### config.mk
export PLATFORM = sky130hd
export DESIGN_NAME = console_power_interlock
export DESIGN_NICKNAME = d
export VERILOG_FILES = /design/src/hw/console_power_pkg.sv /design/src/hw/console_power_interlock.sv
export SDC_FILE = /design/constraint.sdc
export NUM_CORES = 1
export LEC_CHECK = 0
export BUFFER_PORTS_ARGS = -buffer_cell sky130_fd_sc_hd__buf_2
export CAP_MARGIN = 20
export CORE_MARGIN = 2
export CORE_UTILIZATION = 55
export DETAILED_ROUTE_END_ITERATION = 7
export GPL_TIMING_DRIVEN = 1
export PLACE_DENSITY_LB_ADDON = 0.15
export SLEW_MARGIN = 25
export SYNTH_ARGS = -nofsm -noshare
export SYNTH_HDL_FRONTEND = slang
export SYNTH_SLANG_ARGS = --single-unit
export TNS_END_PERCENT = 20
### constraint.sdc
create_clock -name ref_clk -period 2.8 [get_ports ref_clk]
set_input_delay 0.56 -clock ref_clk [delete_from_list [all_inputs] [get_ports ref_clk]]
set_output_delay 0.56 -clock ref_clk [all_outputs]
set_load 0.02 [all_outputs]
### src/hw/console_power_pkg.sv
/*
  Constants shared by the console power interlock: clock rate, warm-up timing,
  register offsets, event bit positions and reset values.
  Assumes a single 40 MHz clock and a 32-bit register port with 4-bit byte addresses.
*/
package console_power_pkg;

  // Clock rate and period.
  localparam int unsigned CLK_FREQ_HZ    = 40_000_000;
  localparam int unsigned CLK_PERIOD_NS  = 25;

  // The warm-up delay is counted in slow ticks so that no counter runs past 32 bits.
  localparam int unsigned TICK_TIME_US   = 1000;
  localparam int unsigned TICK_CYCLES    = (CLK_FREQ_HZ / 1_000_000) * TICK_TIME_US;
  localparam int unsigned WARM_TIME_MIN  = 5;
  localparam int unsigned WARM_TICKS     = (WARM_TIME_MIN * 60 * 1_000_000) / TICK_TIME_US;

  // Register map, byte addresses.
  localparam int unsigned ADDR_W         = 4;
  localparam logic [3:0]  REG_EVENTS     = 4'h0;
  localparam logic [3:0]  REG_MASK       = 4'h4;
  localparam logic [3:0]  REG_STATE      = 4'h8;
  localparam logic [3:0]  REG_WARM       = 4'hc;

  // Event bits, shared by the event and mask registers.
  localparam int unsigned EV_STANDBY_ON  = 0;
  localparam int unsigned EV_STANDBY_OFF = 1;
  localparam int unsigned EV_HEAT_ON     = 2;
  localparam int unsigned EV_HEAT_OFF    = 3;
  localparam int unsigned EV_READY       = 4;
  localparam int unsigned EV_MAIN_ON     = 5;
  localparam int unsigned EV_MAIN_OFF    = 6;
  localparam int unsigned EV_OVERHEAT    = 7;
  localparam int unsigned EV_W           = 8;

  // State register bits.
  localparam int unsigned ST_STANDBY     = 0;
  localparam int unsigned ST_NEON        = 1;
  localparam int unsigned ST_CONTROL     = 2;
  localparam int unsigned ST_HEAT        = 3;
  localparam int unsigned ST_READY       = 4;
  localparam int unsigned ST_MAIN        = 5;
  localparam int unsigned ST_KEY         = 6;
  localparam int unsigned ST_W           = 7;

  // Values after reset.
  localparam logic [7:0]  MASK_RESET     = 8'h00;
  localparam logic [31:0] RDATA_RESET    = 32'h0000_0000;

endpackage

### src/hw/console_power_interlock.sv
/*
  Console power interlock: standby supply latch, heater and main supply
  interlocks with their indicator lamps, warm-up timer and a small register
  port with sticky events and a masked interrupt.
  Assumes all inputs are synchronous to ref_clk and that pushbuttons are
  already debounced; switch and button inputs are active high.
*/
`timescale 1ns/1ps

// How it works
// - Standby switch up turns standby supply on and lights the standby neon.
// - Switch at centre keeps the standby relay latched, supply stays on.
// - Standby switch down turns standby supply and neon off.
// - Standby neon dark when standby supply off or a tank overheats.
// - Orange control lamp lit exactly while control power is present.
// - Heater-on press ignored unless the orange lamp is lit.
// - Accepted heater-on press turns heater power and green lamp on.
// - Yellow ready lamp lights after heater power stays on for five minutes.
// - Main-on press ignored unless key lock is on and ready lamp lit.
// - Accepted main-on press turns main supply and red lamp on.
// - Heater-off removes heater power, green lamp, main supply and red lamp.
// - Main-off removes only main supply and red lamp.
module console_power_interlock #(
  parameter int unsigned TICK_CYCLES = console_power_pkg::TICK_CYCLES,
  parameter int unsigned WARM_TICKS  = console_power_pkg::WARM_TICKS
) (
  input  wire logic        ref_clk,
  input  wire logic        rstn,
  input  wire logic        standby_switch_up,
  input  wire logic        standby_switch_down,
  input  wire logic        tank_overheat,
  input  wire logic        control_power_present,
  input  wire logic        key_lock_on,
  input  wire logic        heat_enable_button,
  input  wire logic        heat_disable_button,
  input  wire logic        main_enable_button,
  input  wire logic        main_disable_button,
  input  wire logic [3:0]  reg_addr,
  input  wire logic [31:0] reg_wdata,
  input  wire logic        reg_wr,
  input  wire logic        reg_rd,
  output logic      [31:0] reg_rdata,
  output logic             irq,
  output logic             standby_hold_relay,
  output logic             standby_neon,
  output logic             control_lamp,
  output logic             heat_power_on,
  output logic             heat_lamp,
  output logic             ready_lamp,
  output logic             main_supply_on,
  output logic             main_lamp
);

  localparam int unsigned TICK_W = (TICK_CYCLES > 1) ? $clog2(TICK_CYCLES) : 1;
  localparam int unsigned WARM_W = $clog2(WARM_TICKS + 1);
  localparam int unsigned EV_W   = console_power_pkg::EV_W;
  localparam int unsigned ST_W   = console_power_pkg::ST_W;

  localparam logic [TICK_W-1:0] TICK_LAST = TICK_W'(TICK_CYCLES - 1);
  localparam logic [WARM_W-1:0] WARM_DONE = WARM_W'(WARM_TICKS);

  if (TICK_CYCLES < 1 || WARM_TICKS < 1 || WARM_W > 32) begin : g_bad_params
    $error("TICK_CYCLES and WARM_TICKS must be at least 1 and fit 32 bits");
  end

  typedef struct packed {
    logic              standby;
    logic              neon;
    logic              control;
    logic              heat;
    logic              heat_lamp;
    logic              ready;
    logic              main;
    logic              main_lamp;
    logic              heat_en_prev;
    logic              heat_dis_prev;
    logic              main_en_prev;
    logic              main_dis_prev;
    logic              overheat_prev;
    logic [TICK_W-1:0] tick_cnt;
    logic [WARM_W-1:0] warm_cnt;
    logic [EV_W-1:0]   events;
    logic [EV_W-1:0]   mask;
    logic              irq;
    logic [31:0]       rdata;
  } state_t;

  state_t st_q;
  state_t st_d;

  // Buttons act on the press, so a button held while its interlock opens
  // does nothing until it is pressed again.
  logic heat_en_press;
  logic heat_dis_press;
  logic main_en_press;
  logic main_dis_press;
  logic [EV_W-1:0] ev_now;
  logic [ST_W-1:0] state_word;

  assign heat_en_press  = heat_enable_button  & ~st_q.heat_en_prev;
  assign heat_dis_press = heat_disable_button & ~st_q.heat_dis_prev;
  assign main_en_press  = main_enable_button  & ~st_q.main_en_prev;
  assign main_dis_press = main_disable_button & ~st_q.main_dis_prev;

  always_comb begin
    st_d = st_q;
    ev_now = '0;

    st_d.heat_en_prev  = heat_enable_button;
    st_d.heat_dis_prev = heat_disable_button;
    st_d.main_en_prev  = main_enable_button;
    st_d.main_dis_prev = main_disable_button;
    st_d.overheat_prev = tank_overheat;

    // The locking down position dominates, so a stuck up contact cannot
    // hold the supply on against the off position.
    if (standby_switch_down) begin
      st_d.standby = 1'b0;
    end else if (standby_switch_up) begin
      st_d.standby = 1'b1;
    end else begin
      st_d.standby = st_q.standby;
    end
    st_d.neon = st_d.standby & ~tank_overheat;

    st_d.control = control_power_present;

    // Heater-off wins over a simultaneous heater-on.
    if (heat_dis_press) begin
      st_d.heat = 1'b0;
    end else if (heat_en_press && st_q.control) begin
      st_d.heat = 1'b1;
    end
    st_d.heat_lamp = st_d.heat;

    // The timer runs only while heater power is on and restarts from zero.
    // Counting starts the cycle after heater power comes on, so the lamp waits the full interval.
    if (!st_d.heat) begin
      st_d.tick_cnt = '0;
      st_d.warm_cnt = '0;
    end else if (st_q.heat && st_q.warm_cnt != WARM_DONE) begin
      if (st_q.tick_cnt == TICK_LAST) begin
        st_d.tick_cnt = '0;
        st_d.warm_cnt = st_q.warm_cnt + WARM_W'(1);
      end else begin
        st_d.tick_cnt = st_q.tick_cnt + TICK_W'(1);
      end
    end
    st_d.ready = st_d.heat && (st_d.warm_cnt == WARM_DONE);

    if (heat_dis_press || main_dis_press || !st_d.heat) begin
      st_d.main = 1'b0;
    end else if (main_en_press && key_lock_on && st_q.ready) begin
      st_d.main = 1'b1;
    end
    st_d.main_lamp = st_d.main;

    ev_now[console_power_pkg::EV_STANDBY_ON]  = st_d.standby & ~st_q.standby;
    ev_now[console_power_pkg::EV_STANDBY_OFF] = ~st_d.standby & st_q.standby;
    ev_now[console_power_pkg::EV_HEAT_ON]     = st_d.heat & ~st_q.heat;
    ev_now[console_power_pkg::EV_HEAT_OFF]    = ~st_d.heat & st_q.heat;
    ev_now[console_power_pkg::EV_READY]       = st_d.ready & ~st_q.ready;
    ev_now[console_power_pkg::EV_MAIN_ON]     = st_d.main & ~st_q.main;
    ev_now[console_power_pkg::EV_MAIN_OFF]    = ~st_d.main & st_q.main;
    ev_now[console_power_pkg::EV_OVERHEAT]    = tank_overheat & ~st_q.overheat_prev;

    // A read clears the events it returns; an event in the same cycle survives.
    st_d.events = st_q.events;
    if (reg_rd && reg_addr == console_power_pkg::REG_EVENTS) begin
      st_d.events = '0;
    end
    st_d.events = st_d.events | ev_now;

    if (reg_wr && reg_addr == console_power_pkg::REG_MASK) begin
      st_d.mask = reg_wdata[EV_W-1:0];
    end

    st_d.irq = |(st_d.events & st_d.mask);

    st_d.rdata = '0;
    if (reg_rd) begin
      case (reg_addr)
        console_power_pkg::REG_EVENTS: st_d.rdata = {{(32-EV_W){1'b0}}, st_q.events};
        console_power_pkg::REG_MASK:   st_d.rdata = {{(32-EV_W){1'b0}}, st_q.mask};
        console_power_pkg::REG_STATE:  st_d.rdata = {{(32-ST_W){1'b0}}, state_word};
        console_power_pkg::REG_WARM:   st_d.rdata = 32'(st_q.warm_cnt);
        default:                       st_d.rdata = '0;
      endcase
    end
  end

  always_comb begin
    state_word = '0;
    state_word[console_power_pkg::ST_STANDBY] = st_q.standby;
    state_word[console_power_pkg::ST_NEON]    = st_q.neon;
    state_word[console_power_pkg::ST_CONTROL] = st_q.control;
    state_word[console_power_pkg::ST_HEAT]    = st_q.heat;
    state_word[console_power_pkg::ST_READY]   = st_q.ready;
    state_word[console_power_pkg::ST_MAIN]    = st_q.main;
    state_word[console_power_pkg::ST_KEY]     = key_lock_on;
  end

  always_ff @(posedge ref_clk or negedge rstn) begin
    if (!rstn) begin
      st_q       <= '0;
      st_q.mask  <= console_power_pkg::MASK_RESET;
      st_q.rdata <= console_power_pkg::RDATA_RESET;
    end else begin
      st_q <= st_d;
    end
  end

  assign reg_rdata          = st_q.rdata;
  assign irq                = st_q.irq;
  assign standby_hold_relay = st_q.standby;
  assign standby_neon       = st_q.neon;
  assign control_lamp       = st_q.control;
  assign heat_power_on      = st_q.heat;
  assign heat_lamp          = st_q.heat_lamp;
  assign ready_lamp         = st_q.ready;
  assign main_supply_on     = st_q.main;
  assign main_lamp          = st_q.main_lamp;
endmodule

==> run metrics, run 1 <==
Least-Margin Pin Slew 0.691 ns; area growth from synthesis to layout 11.6%; count of unresolved DRC violations after routing 0; top cell type by total area after synthesis dfrtp_1; total via count in the routed design 3226; worst skew pair latency 0.36 ns; final hold violation count 0; vias per cell 5.69; Yosys top cell area share 0.475; number of non-filler instances in the completed layout 567; deepest clock path buffer count 2; worst path required time 3.11 ns; classification of the worst-slack hold path input port to asynchronous set/reset pin; CTS tree done; NumNets Final 512; critical-path maximum fanout 7; instance count after placement with tap cells included 549; category of the worst setup path capture point flop; library cells used by synthesis 66; run status finished clean; arrival time at the worst endpoint 2.98 ns; area fraction in compound gates after synthesis 0.121; sequential-to-total area share from yosys stat 0.475; pin count of the biggest net entering global routing 47; setup total negative slack 0 ns; critical path type flop to flop; final hold slack 0.152 ns; average detailed-routed wire length per instance 15.8 um; global placement routability congestion 0.872; shortest period the worst path allows 2.67 ns; horizontal die dimension 92.6 um; Post-Syn Area per Cell 10.4 um^2; number of levels in the clock H-tree 3; Final Routed Wirelength 8970 um; HPWL Detailed 6470 um; global-route congestion overflow total 0; count of filler cells inserted in the layout 653; cells along the critical path ha_4, nand3_4, or4_4, or4_1, a21oi_2, o2111ai_1, nor4_4, a41o_1; violation count after the first detailed-routing iteration 146; proportion of synthesized area in mux cells 0.0594; Worst path max stage delay 0.55 ns; aggregate global-route resource usage 0.218; placement row count 32; skew final 0.0122 ns; setup-violating endpoint count in the final report 0; share of layout cells above drive strength 1 0.277; initial antenna violation count 0; top post-synthesis cells by area dfrtp_1, buf_4, mux4_2; number of hold-repair buffers added at the cts stage 0; critical-path cell with the highest stage delay or4_4; xor and xnor area share after synthesis 0.0243; register bit total from synthesis 82; leakage power 0.00216 uW; number of diodes added for antenna fixing 0; areal power density over the cells 511 nW/um^2; I/O pin count 90; Peak VDD IR 0.292 mV; instance count of the mapped netlist 416; starting utilization of the core area 0.565; Most used DFF post-synth dfrtp_1; number of enable-type register cells in the synthesized netlist 0; number of max-slew violations in the final report 0; setup slack at placement 0.0700 ns; RSZ-0062 raised after global routing no; largest family of logic cells by synthesized area simple AND/OR/NAND/NOR gates; total number of yosys warnings 0; relative max-transition margin 0.536; final core area utilization 0.630; FFs w/ async S/R, synth 1.00; post-synthesis share of cell area spent on full adders, half adders and majority gates 0.00869; Achievable Freq 374 MHz; clock-pin slew on the worst setup and hold paths 0.09 ns; clock tree root buffer cell clkbuf_8; die area 8580 um^2; port bufs 52; Sink Count 82; CTS buffer count 9; launching element type of the critical path flop; Max-cap violations 0; vias in the first global route 2979; Routed Antenna Nets 0; core region area 7650 um^2; synthesized-area fraction occupied by and/or/nand/nor cells 0.218; final worst setup slack 0.128 ns; global-route wire length before repair 14700 um; First-pass DRT Iterations 5; Final Cycle Share 0.954; cell area after technology mapping 4320 um^2; Die Ht 92.6 um
==> registers in the layout (all words and copies together), names as in the netlist <==
signal              cells
control_lamp            1
heat_lamp               1
irq                     1
main_lamp               1
ready_lamp              1
reg_rdata              19
st_q                   56
standby_hold_relay      1
standby_neon            1
==> where the power goes <==
group	internal [uW]	total, uW	switching (uW)
registers	1240	1270	30.3
logic	122	299	178
clock network	445	898	452
total	1800	2460	660
==> layer usage <==
| metal | GRT usage | vias to the layer above | part of all wire | wire [um] |
|---|---|---|---|---|
| met1 | 0.308 | 1588 | 0.48 | 4270 |
| met2 | 0.335 | 76 | 0.46 | 4170 |
| met3 | 0.0496 | 15 | 0.044 | 391 |
| met4 | 0.0746 | 0 | 0.016 | 142 |
| li1 | - | 1547 | - | - |
| met5 | 0 | - | 0 | 0 |
==> logic make-up (layout without fill, tap and decap cells) <==
| logic type | after synthesis | in the layout |
|---|---|---|
| simple gates | 156 | 156 |
| flops | 82 | 82 |
| compound gates | 80 | 80 |
| buf+inv | 66 | 103 |
| mux | 16 | 16 |
| xor+xnor | 12 | 12 |
| fa+ha+maj | 3 | 3 |
| other cells | 1 | 13 |
==> synthesized netlist by cell type, types with 4 or more instances <==
cell,n
dfrtp_1,82
buf_4,35
o21ai_0,31
nor2_1,30
nand2_1,24
and2_1,15
inv_1,14
a21oi_1,13
clkbuf_1,13
nand3_1,12
nand4_1,10
xnor2_1,9
nor2b_1,8
nor4_1,8
o31ai_1,8
and3_1,7
mux2_2,7
mux4_2,7
nor3_1,7
a22o_1,4
a31oi_1,4
or3_1,4
==> worst max-delay path: cells and delay by family, from the launching register on <==
family                   cells  cell delay [ns]
AND/OR/NAND/NOR              4             1.45
flip-flops                   1             0.43
adder cells (fa/ha/maj)      1             0.18
AO/OA/AOI/OAI                3             0.57
==> placed cells by master (no fill, tap or decap), types with 3 or more instances in the layout <==
cell	netlist	final
inv_1	14	14
nor4_1	8	7
nor2b_1	8	8
buf_4	35	21
a21oi_1	13	11
nor2_1	30	30
nand3b_1	3	3
a22o_1	4	4
o21ai_0	31	31
xnor2_1	9	9
a31oi_1	4	4
nand4_1	10	10
nor3_1	7	7
nor4_2	2	3
nand3_1	12	12
dfrtp_1	82	82
clkbuf_8	1	10
and2_1	15	15
and3_1	7	7
xor2_1	3	3
or3_1	4	4
mux4_2	7	7
mux2_2	7	7
buf_2	0	51
a41oi_1	3	3
conb_1	1	13
o31ai_1	8	8
nand2_1	24	23
==> per-stage QoR <==
step | total power, uW | instance area, um^2
after global placement | 1570 | 4560
after global routing | 2560 | 4820
after detailed placement | 1580 | 4560
after floorplan | 1490 | 4360
after CTS | 2480 | 4770
final | 2460 | 4820
==> what timing repair did <==
action / CTS / global route
setup buffers: 0 / 2
endpoints found under the setup margin: 0 / 3
gates resized for setup: 0 / 6
==> layout make-up <==
class,count,area [um^2],area share
flip-flops and latches,82,2050,0.426
multi-input cells,280,1950,0.404
repair buffers,73,433,0.0898
clock buffers,10,138,0.0285
well taps,102,128,0.0265
clock inverters,6,72.6,0.0151
inverters,14,52.6,0.0109
==> worst paths after layout <==
kind | start | cells after the start | slack (ns) | end
worst min-delay path | rstn | 1 | 0.15 | reg_rdata[12]$_DFF_PN0_
max in group asynchronous | rstn | 2 | 2.05 | st_q[36]$_DFF_PN0_
worst max-delay path | st_q[68]$_DFFE_PN0P_ | 8 | 0.13 | irq$_DFF_PN0_
worst max register to register | st_q[68]$_DFFE_PN0P_ | 8 | 0.13 | irq$_DFF_PN0_
min in group ref_clk | control_power_present | 1 | 0.31 | control_lamp$_DFF_PN0_
worst min register to register | st_q[84]$_DFF_PN0_ | 1 | 0.46 | st_q[48]$_DFF_PN0_
(Power assumes the default switching activity.)
==> inputs of run 2 (changes only) <==
--- a/config.mk
+++ b/config.mk
@@ -8,7 +8,7 @@
 export BUFFER_PORTS_ARGS = -buffer_cell sky130_fd_sc_hd__buf_2
 export CAP_MARGIN = 20
 export CORE_MARGIN = 2
-export CORE_UTILIZATION = 55
+export CORE_UTILIZATION = 59
 export DETAILED_ROUTE_END_ITERATION = 7
 export GPL_TIMING_DRIVEN = 1
 export PLACE_DENSITY_LB_ADDON = 0.15
==> constraint.sdc (replaced) <==
create_clock -name ref_clk -period 3.3 [get_ports ref_clk]
set_input_delay 0.66 -clock ref_clk [delete_from_list [all_inputs] [get_ports ref_clk]]
set_output_delay 0.66 -clock ref_clk [all_outputs]
set_load 0.02 [all_outputs]
==> run 2 against run 1 <==
  * Highest routed layer unchanged
  * Sequential share of layout area grew 1.5 points
  * Clock power down 18%
  * Sequential cell count unchanged
  * Largest power group unchanged
  * Global-route usage up 1.1 points
  * Hold slack better by 0.18 ns
==> run metrics, run 2 (synthesis results as in run 1) <==
worst skew pair latency 0.36 ns (about the same); number of max-slew violations in the final report 0 (unchanged); combined flip-flop and latch cell area 2050 um^2 (unchanged); # Post-CTS Setup Buffers 0 (unchanged); CTS buffer count 9 (unchanged); Routed Antenna Nets 0 (unchanged); most used cells in the layout excluding fill and tap cells dfrtp_1, buf_2, o21ai_0, nor2_1, nand2_1; max reg flops 56 (unchanged); area taken by multi-input logic gates 1910 um^2 (-1.6%); Peak VDD IR 0.308 mV (+5.6%); relative max-transition margin 0.523 (-0.0129); I/O pin count 90 (unchanged); classification of the worst-slack hold path input port to asynchronous set/reset pin; horizontal die dimension 89.5 um (-3.3%); Least-Margin Pin Slew 0.716 ns (+0.0246 ns); NumNets Final 497 (-2.9%); core region area 7180 um^2 (-6.2%); number of diodes added for antenna fixing 0 (unchanged); clock-pin slew on the worst setup and hold paths 0.08 ns (about the same); RSZ-0062 raised after global routing no; Achievable Freq 356 MHz (-5.0%); category of the worst setup path capture point flop; Final Cycle Share 0.852 (-0.102); Die Ht 89.5 um (-3.3%); Sink Count 82 (unchanged); count of filler cells inserted in the layout 602 (-7.8%); run status finished clean; arrival time at the worst endpoint 3.12 ns (+0.14 ns); aggregate global-route resource usage 0.229 (+0.0110); global placement routability congestion 0.913 (+4.6%); final hold violation count 0 (unchanged); port bufs 52 (unchanged); final worst setup slack 0.488 ns (+0.360 ns); final hold slack 0.333 ns (+0.182 ns); initial antenna violation count 0 (unchanged); global-route wire length before repair 13900 um (-5.4%); global-route congestion overflow total 0 (unchanged); count of unresolved DRC violations after routing 0 (unchanged); placement row count 31 (-3.1%); vias in the first global route 2820 (-5.3%); CTS tree done; skew final 0.0108 ns (-0.00136 ns); Max-cap violations 0 (unchanged); critical path type flop to flop; count of cells resized by post-cts repair 0 (unchanged); leakage power 0.00208 uW (-3.5%); total via count in the routed design 3175 (-1.6%); First-pass DRT Iterations 5 (unchanged); setup slack at placement 0.460 ns (+0.390 ns); launching element type of the critical path flop; Final Routed Wirelength 8530 um (-4.9%); die area 8020 um^2 (-6.5%); area growth from synthesis to layout 7.77%; pin count of the biggest net entering global routing 83 (+77%); total power consumption of the routed design 2050 uW (-17%); areal power density over the cells 441 nW/um^2 (-14%); share of layout cells above drive strength 1 0.242 (-0.0352); vias per cell 5.78 (+1.6%); number of levels in the clock H-tree 3 (unchanged); final core area utilization 0.648 (+0.0181); average detailed-routed wire length per instance 15.5 um (-1.8%); shortest period the worst path allows 2.81 ns (+0.140 ns); starting utilization of the core area 0.602 (+0.0371); clock tree root buffer cell clkbuf_8; setup-violating endpoint count in the final report 0 (unchanged); number of hold-repair buffers added at the cts stage 0 (unchanged); critical-path maximum fanout 11 (+4); worst path required time 3.60 ns (+0.49 ns); violation count after the first detailed-routing iteration 246 (+68%); HPWL Detailed 5970 um (-7.7%); register name with the most flops st_q; setup total negative slack 0 ns (unchanged); most common cell after layout, fill and taps aside dfrtp_1; deepest clock path buffer count 2 (unchanged)
## run 2: cell type report
type | count | area share
flip-flops and latches | 82 | 0.441
multi-input cells | 280 | 0.411
repair buffers | 58 | 0.0670
clock buffers | 9 | 0.0266
well taps | 99 | 0.0266
clock inverters | 7 | 0.0161
inverters | 14 | 0.0113
## run 2: path summary, 6_finish.rpt
check | to | from | cells after the start | slack [ns]
worst max-delay path | irq$_DFF_PN0_ | st_q[68]$_DFFE_PN0P_ | 8 | 0.49
worst min-delay path | st_q[60]$_DFF_PN0_ | rstn | 1 | 0.33
worst max register to register | irq$_DFF_PN0_ | st_q[68]$_DFFE_PN0P_ | 8 | 0.49
worst min register to register | st_q[48]$_DFF_PN0_ | st_q[84]$_DFF_PN0_ | 1 | 0.47
max in group asynchronous | control_lamp$_DFF_PN0_ | rstn | 1 | 2.48
min in group ref_clk | control_lamp$_DFF_PN0_ | control_power_present | 1 | 0.41
## run 2: per-stage QoR
stage	cell area, um^2	std cells
global route	4650	549
detailed placement	4450	533
finish	4650	549
CTS	4650	549
floorplan	4360	428
global placement	4450	533
## run 2: worst max-delay path, cell delays in order, from the launching register on
cell and delay, ns:
dfrtp_1 0.39, ha_1 0.25, nand3_4 0.13, or4_4 0.63, or4_1 0.49, a21oi_1 0.23
o2111ai_1 0.20, nor4_4 0.23, a41o_1 0.21
## run 2: layer usage
metal / vias to the layer above / share of wire / global-route usage
met5: - / 0 / 0
met4: 0 / 0.019 / 0.0950
met3: 12 / 0.054 / 0.0388
met2: 113 / 0.46 / 0.332
met1: 1534 / 0.47 / 0.342
li1: 1516 / - / -
## run 2: where the power goes
group / internal, uW / switching [uW]
logic: 92.4 / 142
clock network: 356 / 382
registers: 1050 / 27.9
total: 1500 / 551
